<file path="src/core/aers_pkg.sv">
// shared constants of the error response slave: csr map, fields, codes.
// assumes a byte-addressed csr port with one 32-bit word per register.
package aers_pkg;

   // ****************************************************************
   // csr byte offsets
   // ****************************************************************
   localparam logic [8:0] AERS_OFF_STATUS    = 9'h000;
   localparam logic [8:0] AERS_OFF_RD_STAT   = 9'h100;
   localparam logic [8:0] AERS_OFF_RD_BTYPE  = 9'h104;
   localparam logic [8:0] AERS_OFF_RD_BLEN   = 9'h108;
   localparam logic [8:0] AERS_OFF_RD_BSIZE  = 9'h10c;
   localparam logic [8:0] AERS_OFF_WR_STAT   = 9'h190;
   localparam logic [8:0] AERS_OFF_WR_ID     = 9'h194;
   localparam logic [8:0] AERS_OFF_WR_ADDR_L = 9'h198;
   localparam logic [8:0] AERS_OFF_WR_ADDR_H = 9'h19c;
   localparam logic [8:0] AERS_OFF_WR_DATA0  = 9'h1a0;
   localparam logic [8:0] AERS_OFF_WR_DATA1  = 9'h1a4;
   localparam logic [8:0] AERS_OFF_WR_DATA2  = 9'h1a8;
   localparam logic [8:0] AERS_OFF_WR_DATA3  = 9'h1ac;

   // ****************************************************************
   // status register bits and reset value
   // ****************************************************************
   localparam int AERS_ST_WR_INT = 0;
   localparam int AERS_ST_RD_INT = 1;
   localparam int AERS_ST_WR_OVF = 2;
   localparam int AERS_ST_RD_OVF = 3;
   localparam logic [31:0] AERS_RESET_VALUE = 32'h0000_0000;

   // ****************************************************************
   // log status word fields
   // ****************************************************************
   localparam int AERS_LOG_VALID   = 0;
   localparam int AERS_LOG_PROT_LO = 1;
   localparam int AERS_LOG_SIZE_LO = 4;
   localparam int AERS_LOG_LEN_LO  = 7;
   localparam int AERS_LOG_TYPE_LO = 11;

   // ****************************************************************
   // axi widths and response code
   // ****************************************************************
   localparam int AERS_LEN_W   = 4;
   localparam int AERS_SIZE_W  = 3;
   localparam int AERS_BURST_W = 2;
   localparam int AERS_PROT_W  = 3;
   localparam logic [1:0] AERS_RESP_DECERR = 2'h3;

   // ****************************************************************
   // documented parameter limits
   // ****************************************************************
   localparam int AERS_ID_W_MAX    = 8;
   localparam int AERS_ADDR_W_MIN  = 8;
   localparam int AERS_ADDR_W_MAX  = 64;
   localparam int AERS_DATA_W_MAX  = 128;
   localparam int AERS_DEPTH_MAX   = 16;

endpackage : aers_pkg

</file>
<file path="src/core/aers_log_fifo.sv">
// small violation log memory: push on a violation, pop on a csr read.
// assumes push is never issued while full; flush empties it at once but keeps a push of the same cycle.
`timescale 1ns/1ps
module aers_log_fifo
   import aers_pkg::*;
#(
   parameter int WIDTH = 16,
   parameter int DEPTH = 4
) (
   input  wire logic             sys_clk,
   input  wire logic             sys_rst,
   input  wire logic             push,
   input  wire logic [WIDTH-1:0] din,
   input  wire logic             pop,
   input  wire logic             flush,
   output logic      [WIDTH-1:0] dout,
   output logic                  full,
   output logic                  empty
);
   localparam int PTR_W = (DEPTH > 1) ? $clog2(DEPTH) : 1;
   localparam int CNT_W = $clog2(DEPTH + 1);

   logic [WIDTH-1:0] mem_q [DEPTH];
   logic [PTR_W-1:0] wr_ptr_q, wr_ptr_d, rd_ptr_q, rd_ptr_d, wr_at;
   logic [CNT_W-1:0] cnt_q, cnt_d;
   logic [WIDTH-1:0] dout_q;

   // pointer step that wraps at any depth, not only powers of two
   function automatic logic [PTR_W-1:0] step(input logic [PTR_W-1:0] p);
      step = (p == PTR_W'(DEPTH - 1)) ? '0 : p + 1'b1;
   endfunction : step

   // ****************************************************************
   // pointers and fill count
   // ****************************************************************
   assign wr_at    = flush ? '0 : wr_ptr_q;
   assign wr_ptr_d = push ? step(wr_at) : wr_at;
   assign rd_ptr_d = flush ? '0 : (pop && !empty) ? step(rd_ptr_q) : rd_ptr_q;
   assign cnt_d    = flush ? CNT_W'(push) :
                     CNT_W'(cnt_q + CNT_W'(push) - CNT_W'(pop && !empty));
   assign full     = (cnt_q == CNT_W'(DEPTH));
   assign empty    = (cnt_q == '0);
   assign dout     = dout_q;

   always_ff @(posedge sys_clk or posedge sys_rst) begin
      if (sys_rst) begin
         wr_ptr_q <= '0;
         rd_ptr_q <= '0;
         cnt_q    <= '0;
      end else begin
         wr_ptr_q <= wr_ptr_d;
         rd_ptr_q <= rd_ptr_d;
         cnt_q    <= cnt_d;
      end
   end

   // storage has no reset; head word is registered with write bypass
   always_ff @(posedge sys_clk) begin
      if (push) begin
         mem_q[wr_at] <= din;
      end
   end

   always_ff @(posedge sys_clk or posedge sys_rst) begin
      if (sys_rst) begin
         dout_q <= '0;
      end else begin
         dout_q <= (push && wr_at == rd_ptr_d) ? din : mem_q[rd_ptr_d];
      end
   end

endmodule : aers_log_fifo

</file>
<file path="src/core/aers_slave.sv">
// default target for undecoded axi space: every cycle ends in decerr,
// with an optional csr port that logs offenders in two small fifos.
// assumes an axi3 master on one side and polling or irq software.
`timescale 1ns/1ps
module aers_slave
   import aers_pkg::*;
#(
   parameter int ID_W      = 4,
   parameter int ADDR_W    = 32,
   parameter int DATA_W    = 32,
   parameter bit CSR_EN    = 1'b1,
   parameter int LOG_DEPTH = 4
) (
   input  wire logic                    sys_clk,
   input  wire logic                    sys_rst,
   // axi write address
   input  wire logic [ID_W-1:0]         awid,
   input  wire logic [ADDR_W-1:0]       awaddr,
   input  wire logic [AERS_LEN_W-1:0]   awlen,
   input  wire logic [AERS_SIZE_W-1:0]  awsize,
   input  wire logic [AERS_BURST_W-1:0] awburst,
   input  wire logic [AERS_PROT_W-1:0]  awprot,
   input  wire logic                    awvalid,
   output logic                         awready,
   // axi write data
   input  wire logic [ID_W-1:0]         wid,
   input  wire logic [DATA_W-1:0]       wdata,
   input  wire logic [DATA_W/8-1:0]     wstrb,
   input  wire logic                    wlast,
   input  wire logic                    wvalid,
   output logic                         wready,
   // axi write response
   output logic      [ID_W-1:0]         bid,
   output logic      [1:0]              bresp,
   output logic                         bvalid,
   input  wire logic                    bready,
   // axi read address
   input  wire logic [ID_W-1:0]         arid,
   input  wire logic [ADDR_W-1:0]       araddr,
   input  wire logic [AERS_LEN_W-1:0]   arlen,
   input  wire logic [AERS_SIZE_W-1:0]  arsize,
   input  wire logic [AERS_BURST_W-1:0] arburst,
   input  wire logic [AERS_PROT_W-1:0]  arprot,
   input  wire logic                    arvalid,
   output logic                         arready,
   // axi read data
   output logic      [ID_W-1:0]         rid,
   output logic      [DATA_W-1:0]       rdata,
   output logic      [1:0]              rresp,
   output logic                         rlast,
   output logic                         rvalid,
   input  wire logic                    rready,
   // csr port, byte addressed
   input  wire logic [8:0]              csr_address,
   input  wire logic                    csr_read,
   input  wire logic                    csr_write,
   input  wire logic [31:0]             csr_writedata,
   output logic      [31:0]             csr_readdata,
   output logic                         csr_readdatavalid,
   output logic                         irq
);

   // ****************************************************************
   // elaboration checks
   // ****************************************************************
   generate
      if (ID_W < 1 || ID_W > AERS_ID_W_MAX) begin : g_bad_id
         $error("aers_slave: ID_W out of range");
      end
      if (ADDR_W < AERS_ADDR_W_MIN || ADDR_W > AERS_ADDR_W_MAX) begin : g_bad_addr
         $error("aers_slave: ADDR_W out of range");
      end
      if (DATA_W != 32 && DATA_W != 64 && DATA_W != AERS_DATA_W_MAX) begin : g_bad_data
         $error("aers_slave: DATA_W must be 32, 64 or 128");
      end
      if (LOG_DEPTH < 1 || LOG_DEPTH > AERS_DEPTH_MAX) begin : g_bad_depth
         $error("aers_slave: LOG_DEPTH out of range");
      end
   endgenerate

   localparam int RD_ENT_W = AERS_BURST_W + AERS_LEN_W + AERS_SIZE_W;
   localparam int WR_INFO_W = RD_ENT_W + AERS_PROT_W;
   localparam int WR_ENT_W = ID_W + ADDR_W + DATA_W + WR_INFO_W;

   // zero-extend up to 128 bits so 32-bit slices can be cut uniformly
   function automatic logic [127:0] widen(input logic [127:0] v, input int w);
      logic [127:0] m;
      m     = (w >= 128) ? '1 : ((128'h1 << w) - 128'h1);
      widen = v & m;
   endfunction : widen

   function automatic logic [31:0] slice(input logic [127:0] v, input int k);
      slice = v[k*32 +: 32];
   endfunction : slice

   typedef enum logic [2:0] {
      AERS_WR_IDLE = 3'b001,
      AERS_WR_DATA = 3'b010,
      AERS_WR_RESP = 3'b100
   } aers_wr_state_t;

   typedef enum logic [1:0] {
      AERS_RD_IDLE = 2'b01,
      AERS_RD_DATA = 2'b10
   } aers_rd_state_t;

   aers_wr_state_t          wr_state_q, wr_state_d;
   aers_rd_state_t          rd_state_q, rd_state_d;
   logic [ID_W-1:0]         bid_q, rid_q;
   logic [AERS_LEN_W-1:0]   rcnt_q, rcnt_d;
   logic [WR_INFO_W-1:0]    aw_info_q;
   logic [ID_W-1:0]         aw_id_q;
   logic [ADDR_W-1:0]       aw_addr_q;
   logic [DATA_W-1:0]       first_q;
   logic                    first_seen_q;
   logic                    aw_hs, w_hs, b_hs, ar_hs, r_hs, w_end;

   // ****************************************************************
   // write channel: one burst at a time, decerr response
   // ****************************************************************
   assign aw_hs  = awvalid && awready;
   assign w_hs   = wvalid && wready;
   assign b_hs   = bvalid && bready;
   assign w_end  = w_hs && wlast;
   assign awready = (wr_state_q == AERS_WR_IDLE);
   assign wready  = (wr_state_q == AERS_WR_DATA);
   assign bvalid  = (wr_state_q == AERS_WR_RESP);
   assign bresp   = AERS_RESP_DECERR;
   assign bid     = bid_q;

   always_comb begin
      wr_state_d = wr_state_q;
      unique case (wr_state_q)
         AERS_WR_IDLE: if (aw_hs) wr_state_d = AERS_WR_DATA;
         AERS_WR_DATA: if (w_end) wr_state_d = AERS_WR_RESP;
         AERS_WR_RESP: if (b_hs)  wr_state_d = AERS_WR_IDLE;
      endcase
   end

   // address fields held until the last beat, first data beat caught
   always_ff @(posedge sys_clk or posedge sys_rst) begin
      if (sys_rst) begin
         wr_state_q   <= AERS_WR_IDLE;
         bid_q        <= '0;
         aw_id_q      <= '0;
         aw_addr_q    <= '0;
         aw_info_q    <= '0;
         first_q      <= '0;
         first_seen_q <= 1'b0;
      end else begin
         wr_state_q <= wr_state_d;
         if (aw_hs) begin
            bid_q        <= awid;
            aw_id_q      <= awid;
            aw_addr_q    <= awaddr;
            aw_info_q    <= {awburst, awlen, awsize, awprot};
            first_seen_q <= 1'b0;
         end else if (w_hs && !first_seen_q) begin
            first_q      <= wdata;
            first_seen_q <= 1'b1;
         end
      end
   end

   // ****************************************************************
   // read channel: independent of the write side, len+1 error beats
   // ****************************************************************
   assign ar_hs   = arvalid && arready;
   assign r_hs    = rvalid && rready;
   assign arready = (rd_state_q == AERS_RD_IDLE);
   assign rvalid  = (rd_state_q == AERS_RD_DATA);
   assign rlast   = rvalid && (rcnt_q == '0);
   assign rresp   = AERS_RESP_DECERR;
   assign rdata   = '0;
   assign rid     = rid_q;
   assign rcnt_d  = ar_hs ? arlen : (r_hs ? rcnt_q - 1'b1 : rcnt_q);

   always_comb begin
      rd_state_d = rd_state_q;
      unique case (rd_state_q)
         AERS_RD_IDLE: if (ar_hs)          rd_state_d = AERS_RD_DATA;
         AERS_RD_DATA: if (r_hs && rlast)  rd_state_d = AERS_RD_IDLE;
      endcase
   end

   always_ff @(posedge sys_clk or posedge sys_rst) begin
      if (sys_rst) begin
         rd_state_q <= AERS_RD_IDLE;
         rid_q      <= '0;
         rcnt_q     <= '0;
      end else begin
         rd_state_q <= rd_state_d;
         rcnt_q     <= rcnt_d;
         if (ar_hs) begin
            rid_q <= arid;
         end
      end
   end

   // ****************************************************************
   // violation logging and status flags
   // ****************************************************************
   logic                rd_viol, wr_viol, rd_push, wr_push, rd_pop, wr_pop;
   logic                rd_full, rd_empty, wr_full, wr_empty;
   logic                rd_flush, wr_flush, csr_wr_st, csr_rd;
   logic [RD_ENT_W-1:0] rd_head;
   logic [WR_ENT_W-1:0] wr_head, wr_entry;
   logic                rd_int_q, wr_int_q, rd_ovf_q, wr_ovf_q;
   logic                rd_int_d, wr_int_d, rd_ovf_d, wr_ovf_d;
   logic                rd_valid, wr_valid;
   logic [8:0]          wr_pop_off;

   // a write is logged at its last beat so the first data is known
   assign rd_viol  = CSR_EN && ar_hs;
   assign wr_viol  = CSR_EN && w_end;
   assign rd_push  = rd_viol && !rd_full;
   assign wr_push  = wr_viol && !wr_full;
   assign wr_entry = {aw_id_q, aw_addr_q, first_seen_q ? first_q : wdata, aw_info_q};

   assign csr_wr_st = CSR_EN && csr_write && (csr_address[8:2] == AERS_OFF_STATUS[8:2]);
   assign csr_rd    = CSR_EN && csr_read;
   assign rd_flush  = csr_wr_st && csr_writedata[AERS_ST_RD_INT];
   assign wr_flush  = csr_wr_st && csr_writedata[AERS_ST_WR_INT];

   // a log entry is only meaningful while its flag is up
   assign rd_valid   = rd_int_q && !rd_empty;
   assign wr_valid   = wr_int_q && !wr_empty;
   assign wr_pop_off = (DATA_W == 32) ? AERS_OFF_WR_DATA0 : AERS_OFF_WR_DATA3;
   assign rd_pop     = csr_rd && rd_valid &&
                       (csr_address[8:2] == AERS_OFF_RD_BSIZE[8:2]);
   assign wr_pop     = csr_rd && wr_valid &&
                       (csr_address[8:2] == wr_pop_off[8:2]);

   // set wins over a write-one clear; drained flag drops by itself
   assign rd_int_d = rd_viol || (rd_int_q && !rd_flush && !rd_empty);
   assign wr_int_d = wr_viol || (wr_int_q && !wr_flush && !wr_empty);
   assign rd_ovf_d = (rd_viol && rd_full) ||
                     (rd_ovf_q && !(csr_wr_st && csr_writedata[AERS_ST_RD_OVF]));
   assign wr_ovf_d = (wr_viol && wr_full) ||
                     (wr_ovf_q && !(csr_wr_st && csr_writedata[AERS_ST_WR_OVF]));

   always_ff @(posedge sys_clk or posedge sys_rst) begin
      if (sys_rst) begin
         rd_int_q <= AERS_RESET_VALUE[AERS_ST_RD_INT];
         wr_int_q <= AERS_RESET_VALUE[AERS_ST_WR_INT];
         rd_ovf_q <= AERS_RESET_VALUE[AERS_ST_RD_OVF];
         wr_ovf_q <= AERS_RESET_VALUE[AERS_ST_WR_OVF];
      end else begin
         rd_int_q <= rd_int_d;
         wr_int_q <= wr_int_d;
         rd_ovf_q <= rd_ovf_d;
         wr_ovf_q <= wr_ovf_d;
      end
   end

   assign irq = rd_int_q || wr_int_q || rd_ovf_q || wr_ovf_q;

   aers_log_fifo #(
      .WIDTH (RD_ENT_W),
      .DEPTH (LOG_DEPTH)
   ) u_rd_log (
      .sys_clk (sys_clk),
      .sys_rst (sys_rst),
      .push    (rd_push),
      .din     ({arburst, arlen, arsize}),
      .pop     (rd_pop),
      .flush   (rd_flush),
      .dout    (rd_head),
      .full    (rd_full),
      .empty   (rd_empty)
   );

   aers_log_fifo #(
      .WIDTH (WR_ENT_W),
      .DEPTH (LOG_DEPTH)
   ) u_wr_log (
      .sys_clk (sys_clk),
      .sys_rst (sys_rst),
      .push    (wr_push),
      .din     (wr_entry),
      .pop     (wr_pop),
      .flush   (wr_flush),
      .dout    (wr_head),
      .full    (wr_full),
      .empty   (wr_empty)
   );

   // ****************************************************************
   // csr read-back
   // ****************************************************************
   logic [AERS_BURST_W-1:0] rh_type;
   logic [AERS_LEN_W-1:0]   rh_len;
   logic [AERS_SIZE_W-1:0]  rh_size;
   logic [WR_INFO_W-1:0]    wh_info;
   logic [127:0]            wh_id, wh_addr, wh_data;
   logic [31:0]             st_word, rd_stat_word, wr_stat_word, rdata_mux;
   logic [31:0]             csr_readdata_q;
   logic                    csr_rvalid_q;
   logic [6:0]              word;

   assign {rh_type, rh_len, rh_size} = rd_head;
   assign wh_info = wr_head[WR_INFO_W-1:0];
   assign wh_data = widen(128'(wr_head[WR_INFO_W +: DATA_W]), DATA_W);
   assign wh_addr = widen(128'(wr_head[WR_INFO_W+DATA_W +: ADDR_W]), ADDR_W);
   assign wh_id   = widen(128'(wr_head[WR_INFO_W+DATA_W+ADDR_W +: ID_W]), ID_W);

   assign st_word      = {28'h0, rd_ovf_q, wr_ovf_q, rd_int_q, wr_int_q};
   assign rd_stat_word = {31'h0, rd_valid};
   // burst type, length, size and prot sit in the fifo in this order;
   // a drained log would show a stale slot, so its fields read zero
   assign wr_stat_word = {19'h0, wr_valid ? wh_info : WR_INFO_W'(0), wr_valid};
   assign word         = csr_address[8:2];

   assign rdata_mux =
      (word == AERS_OFF_STATUS[8:2])    ? st_word :
      (word == AERS_OFF_RD_STAT[8:2])   ? rd_stat_word :
      (word == AERS_OFF_RD_BTYPE[8:2])  ? 32'(rh_type) :
      (word == AERS_OFF_RD_BLEN[8:2])   ? 32'(rh_len) :
      (word == AERS_OFF_RD_BSIZE[8:2])  ? 32'(rh_size) :
      (word == AERS_OFF_WR_STAT[8:2])   ? wr_stat_word :
      (word == AERS_OFF_WR_ID[8:2])     ? slice(wh_id, 0) :
      (word == AERS_OFF_WR_ADDR_L[8:2]) ? slice(wh_addr, 0) :
      (word == AERS_OFF_WR_ADDR_H[8:2]) ? slice(wh_addr, 1) :
      (word == AERS_OFF_WR_DATA0[8:2])  ? slice(wh_data, 0) :
      (word == AERS_OFF_WR_DATA1[8:2])  ? slice(wh_data, 1) :
      (word == AERS_OFF_WR_DATA2[8:2])  ? slice(wh_data, 2) :
      (word == AERS_OFF_WR_DATA3[8:2])  ? slice(wh_data, 3) : 32'h0000_0000;

   // one-cycle read latency; without csr support everything reads zero
   always_ff @(posedge sys_clk or posedge sys_rst) begin
      if (sys_rst) begin
         csr_readdata_q <= 32'h0000_0000;
         csr_rvalid_q   <= 1'b0;
      end else begin
         csr_rvalid_q <= csr_read;
         if (csr_read) begin
            csr_readdata_q <= CSR_EN ? rdata_mux : 32'h0000_0000;
         end
      end
   end

   assign csr_readdata      = csr_readdata_q;
   assign csr_readdatavalid = csr_rvalid_q;

endmodule : aers_slave

</file>
<file path="config.mk">
export PLATFORM = sky130hd
export DESIGN_NAME = aers_slave
export DESIGN_NICKNAME = d
export VERILOG_FILES = /design/src/core/aers_pkg.sv /design/src/core/aers_log_fifo.sv /design/src/core/aers_slave.sv
export SDC_FILE = /design/constraint.sdc
export NUM_CORES = 1
export LEC_CHECK = 0
export ABC_AREA = 1
export BUFFER_PORTS_ARGS = -buffer_cell sky130_fd_sc_hd__buf_2
export CAP_MARGIN = 30
export CORE_MARGIN = 3
export CORE_UTILIZATION = 43
export CTS_CLUSTER_DIAMETER = 200
export DETAILED_ROUTE_END_ITERATION = 16
export SLEW_MARGIN = 20
export SYNTH_ARGS = -nofsm -noshare
export SYNTH_HDL_FRONTEND = slang
export SYNTH_SLANG_ARGS = --single-unit
</file>
<file path="constraint.sdc">
create_clock -name sys_clk -period 18.7 [get_ports sys_clk]
set_input_delay 0.935 -clock sys_clk [delete_from_list [all_inputs] [get_ports sys_clk]]
set_output_delay 0.935 -clock sys_clk [all_outputs]
set_load 0.01 [all_outputs]
</file>
==> metrics.md <==
| Metric | Value |
|---|---|
| Slew @ Worst Pin | about 1 ns |
| Unrepaired setup endpoints after global routing | false |
| Seq/Total Area, Yosys | around 62% |
| CTS tree | done |
| Commonest non-fill, non-tap cell in the layout | nand2_1 |
| Drt via density | ~5.3 |
| Clk pin slew, worst setup/hold paths | around 0.06 ns |
| Worst Setup Start Kind | input pin |
| Core box area | a little over 0.06 mm^2 |
| Combinational fraction of design power | 19.4% |
| Global-route wire length before repair | 109900 um |
| Final ANT Viol Nets | 0 |
| Via Count | 19530 |
| CTS root buf | clkbuf_16 |
| Mapped Cells | 2771 |
| Gpl congestion | 0.8231 |
| Ys flop type | edfxtp_1 |
| WP data arrival | around 5.9 ns |
| Min Tclk post-route | 5.455 ns |
| Die width | approximately 250 um |
| # IOs | 271 |
| Worst min path class | reg2reg |
| Fin crit share | 29.17% |
| Post-DP HPWL | about 41000 um |
| Yosys warns | 0 |
| Die ar. | 0.06465 mm^2 |
| Number of global-route vias before repair | 19010 |
| Clock Skews | 0.02404 ns |
| Initial antenna violation count | 0 |
| Port Buffer Count | 161 |
| P_int | 2.737 mW |
| Max stage delay cell, worst path | inv_2 |
| Worst path max stage delay | ~0.77 ns |
| Final Max Slew Viols | 0 |
| Buffers & Inverters on Critical Path | 4 |
| Post-layout util | just under 50% |
| Crit-path cells | buf_2 -> inv_2 -> nor2_1 -> nand2_2 -> nand2_1 -> nand3_2 -> inv_2 -> nand2_1 -> nand2_2 -> nand2_4 -> buf_4 -> nand2_1 -> nand2_1 |
| Fmax | roughly 0.18 GHz |
| Static Leakage | ~14 nW |
| Layout fillers | ~5500 |
| H-tree depth | 3 |
| CP endpoint kind | register |
| Fin Setup TNS | 0 ns |
| Largest net degree at the start of global routing | approximately 110 |
| CTS max path bufs | 3 |
| Latest clock arrival within the worst-skew pair | a little over 0.6 ns |
| Post-synth ARST share | ~40% |
| Power Density | 132.3 mW/mm^2 |
| Synth Cell Area | 0.02650 mm^2 |
| MaxCap Viol Count | 0 |
| Slew margin rel. | 33.40% |
| WL final | 72100 um |
| GRT Total Usage | 22.25% |
| Final Setup Violations | 0 |
| Syn-to-layout area delta | 13.49% |
| VDD IR max | 0.00008353 V |
| Post-CTS Setup Bufs | 0 |
| Crit path max-delay family | simple AND/OR/NAND/NOR gates |
| Starting DRT DRC Count | 1875 |
| Cell mode on critical path | nand2_1 |
| Outcome | finished, final reports clean |
| Distinct cells, synth | 40 |
| Worst EP required | 19.17 ns |
| Final nets | 3077 |
| FP Rows | 90 |
| Top Layer Used | met4 |
| Ratio of cells with drive above 1 in the final layout | a little under an eighth |
| Switching part of the total | 31.19% |
| Wire length on met1 | 30990 um |
| Critical Path Fanout Max | 49 |
| Clock power frac | 33.0% |
| Wire length on met2 | 33580 um |
| Switching power | 1.241 mW |
| Hold-fix buffers, CTS | 0 |
| WL met3 | 5325 um |
| Final WS setup | 13.25 ns |
| Most frequent cells in the layout | 808 x nand2_1, 456 x inv_1, 356 x edfxtp_1 |
| DR pass1 iterations | 5 |
| Synth Area per Inst | 9.564 um^2 |
| Starting Density | 43.66% |
| Final global-route overflow total | 0 |
| Post-CTS sizing | 0 |
| Synth Register Bits | roughly 600 |
| TritonCTS sink count | 590 |
| Pre-CTS WS | 12.67 ns |
| CP Class | in2reg |
| Cts bufs inserted | 66 |
| # diodes | 0 |
| Fin. Hold Viols | 0 |
| Number of synthesized flops with an enable pin | roughly 360 |
| Flop pwr share | 47.6% |
| Post-route DRC | 0 |
| Die height | 254.3 um |
| Wire per inst | 19.44 um |
## cells in the mapped netlist (2+ instances only)
cell,count,area [um^2]
xor2_1,2,17.52
nand3_1,298,1491
nand3_2,4,40.04
dfrtp_1,232,5806
dfstp_2,2,52.55
buf_2,36,180.2
o21ai_0,87,435.4
nor3_1,3,15.01
nand2_1,808,3033
buf_1,12,45.04
edfxtp_1,356,10690
fa_1,2,40.04
or2_2,4,25.02
buf_4,41,307.8
a21oi_1,16,80.08
conb_1,2,7.510
xnor2_1,6,52.55
clkbuf_1,101,379.1
nor2_4,4,45.04
inv_1,458,1719
nand4_1,183,1145
o211ai_1,2,15.01
nor2_1,36,135.1
ha_1,16,200.2
o221ai_1,2,17.52
nand3b_1,2,15.01
buf_6,8,90.09
nand2_2,4,25.02
a32o_1,28,280.3
a31oi_1,2,12.51
inv_2,4,15.01
o22ai_1,2,12.51
## state kept, by name, indices dropped and copies added (netlist names), 2 cells and up
| register | cells |
|---|---|
| u_rd_log.rd_ptr_q | 2 |
| aw_id_q | 4 |
| u_wr_log.cnt_q | 3 |
| u_wr_log.rd_ptr_q | 2 |
| u_wr_log.dout | 80 |
| aw_addr_q | 32 |
| u_rd_log.wr_ptr_q | 2 |
| first_q | 32 |
| rid | 4 |
| u_rd_log.mem_q | 36 |
| u_rd_log.cnt_q | 3 |
| wr_state_q | 3 |
| rd_state_q | 2 |
| u_rd_log.dout | 9 |
| rcnt_q | 4 |
| aw_info_q | 12 |
| csr_readdata | 32 |
| u_wr_log.mem_q | 320 |
| u_wr_log.wr_ptr_q | 2 |
## metal layers
metal	vias to the layer above	GRT usage, %
met5	-	0
met4	0	7.602
met3	138	4.599
met2	713	35.71
met1	9502	30.31
li1	9178	-
## power by group through the flow
stage	sequential, mW	combinational (mW)	clock, mW
2_1_floorplan	1.85	0.546	0
3_3_place_gp	1.91	0.739	0
3_5_place_dp	1.92	0.767	0
4_1_cts	1.90	0.771	1.34
5_1_grt	1.92	0.876	1.39
6_report	1.89	0.771	1.31
## through the flow
stage | instance area, um^2 | hold WS, ns | total power [mW] | std cells
floorplan | 26630 | 0.4529 | 2.396 | 2805
global placement | 27680 | 0.4586 | 2.648 | 3576
detailed placement | 27750 | 0.4608 | 2.687 | 3579
CTS | 29970 | 0.4800 | 4.009 | 3701
global route | 30080 | 0.5062 | 4.185 | 3708
finish | 30080 | 0.4785 | 3.978 | 3708
## area by class of cell
type	count	area, um^2	area share, %
timing repair buffer	197	1171	3.894
clock inverter	24	299.0	0.9943
multi-input combinational	1554	7408	24.63
clock buffer	98	1924	6.398
inverter	463	1745	5.803
sequential	590	16550	55.03
tap	782	978.4	3.253
## tightest hold or removal path: cells and delay by family, from the launching register on
kind | cells | cell delay (ns)
flops | 1 | 0.34
simple gates | 2 | 0.11
## final timing paths
kind	startpoint	end	slack (ns)	cells after the start
max	csr_read	u_wr_log.dout[15]	13.25	13
min	csr_readdata[29]	csr_readdata[29]	0.48	2
min reg2reg	csr_readdata[29]	csr_readdata[29]	0.48	2
max reg2reg	u_wr_log.cnt_q[1]	u_wr_log.dout[15]	14.13	14
min in group asynchronous	sys_rst	wr_state_q[1]	0.49	2
max in group asynchronous	sys_rst	aw_addr_q[16]	16.73	3
## logic make-up (layout without fill, tap and decap cells)
| family | after synthesis | after routing | synth area share (%) |
|---|---|---|---|
| and+or+nand+nor | 1352 | 1352 | 22.77 |
| buffers and inverters | 661 | 782 | 10.34 |
| DFF | 590 | 590 | 62.44 |
| AOI/OAI and AO/OA | 140 | 140 | 3.248 |
| adders and majority gates | 18 | 18 | 0.9065 |
| xor gates and xnor gates | 8 | 8 | 0.2644 |
| other | 2 | 36 | 0.02834 |
Power figures use the tool's default switching activity.
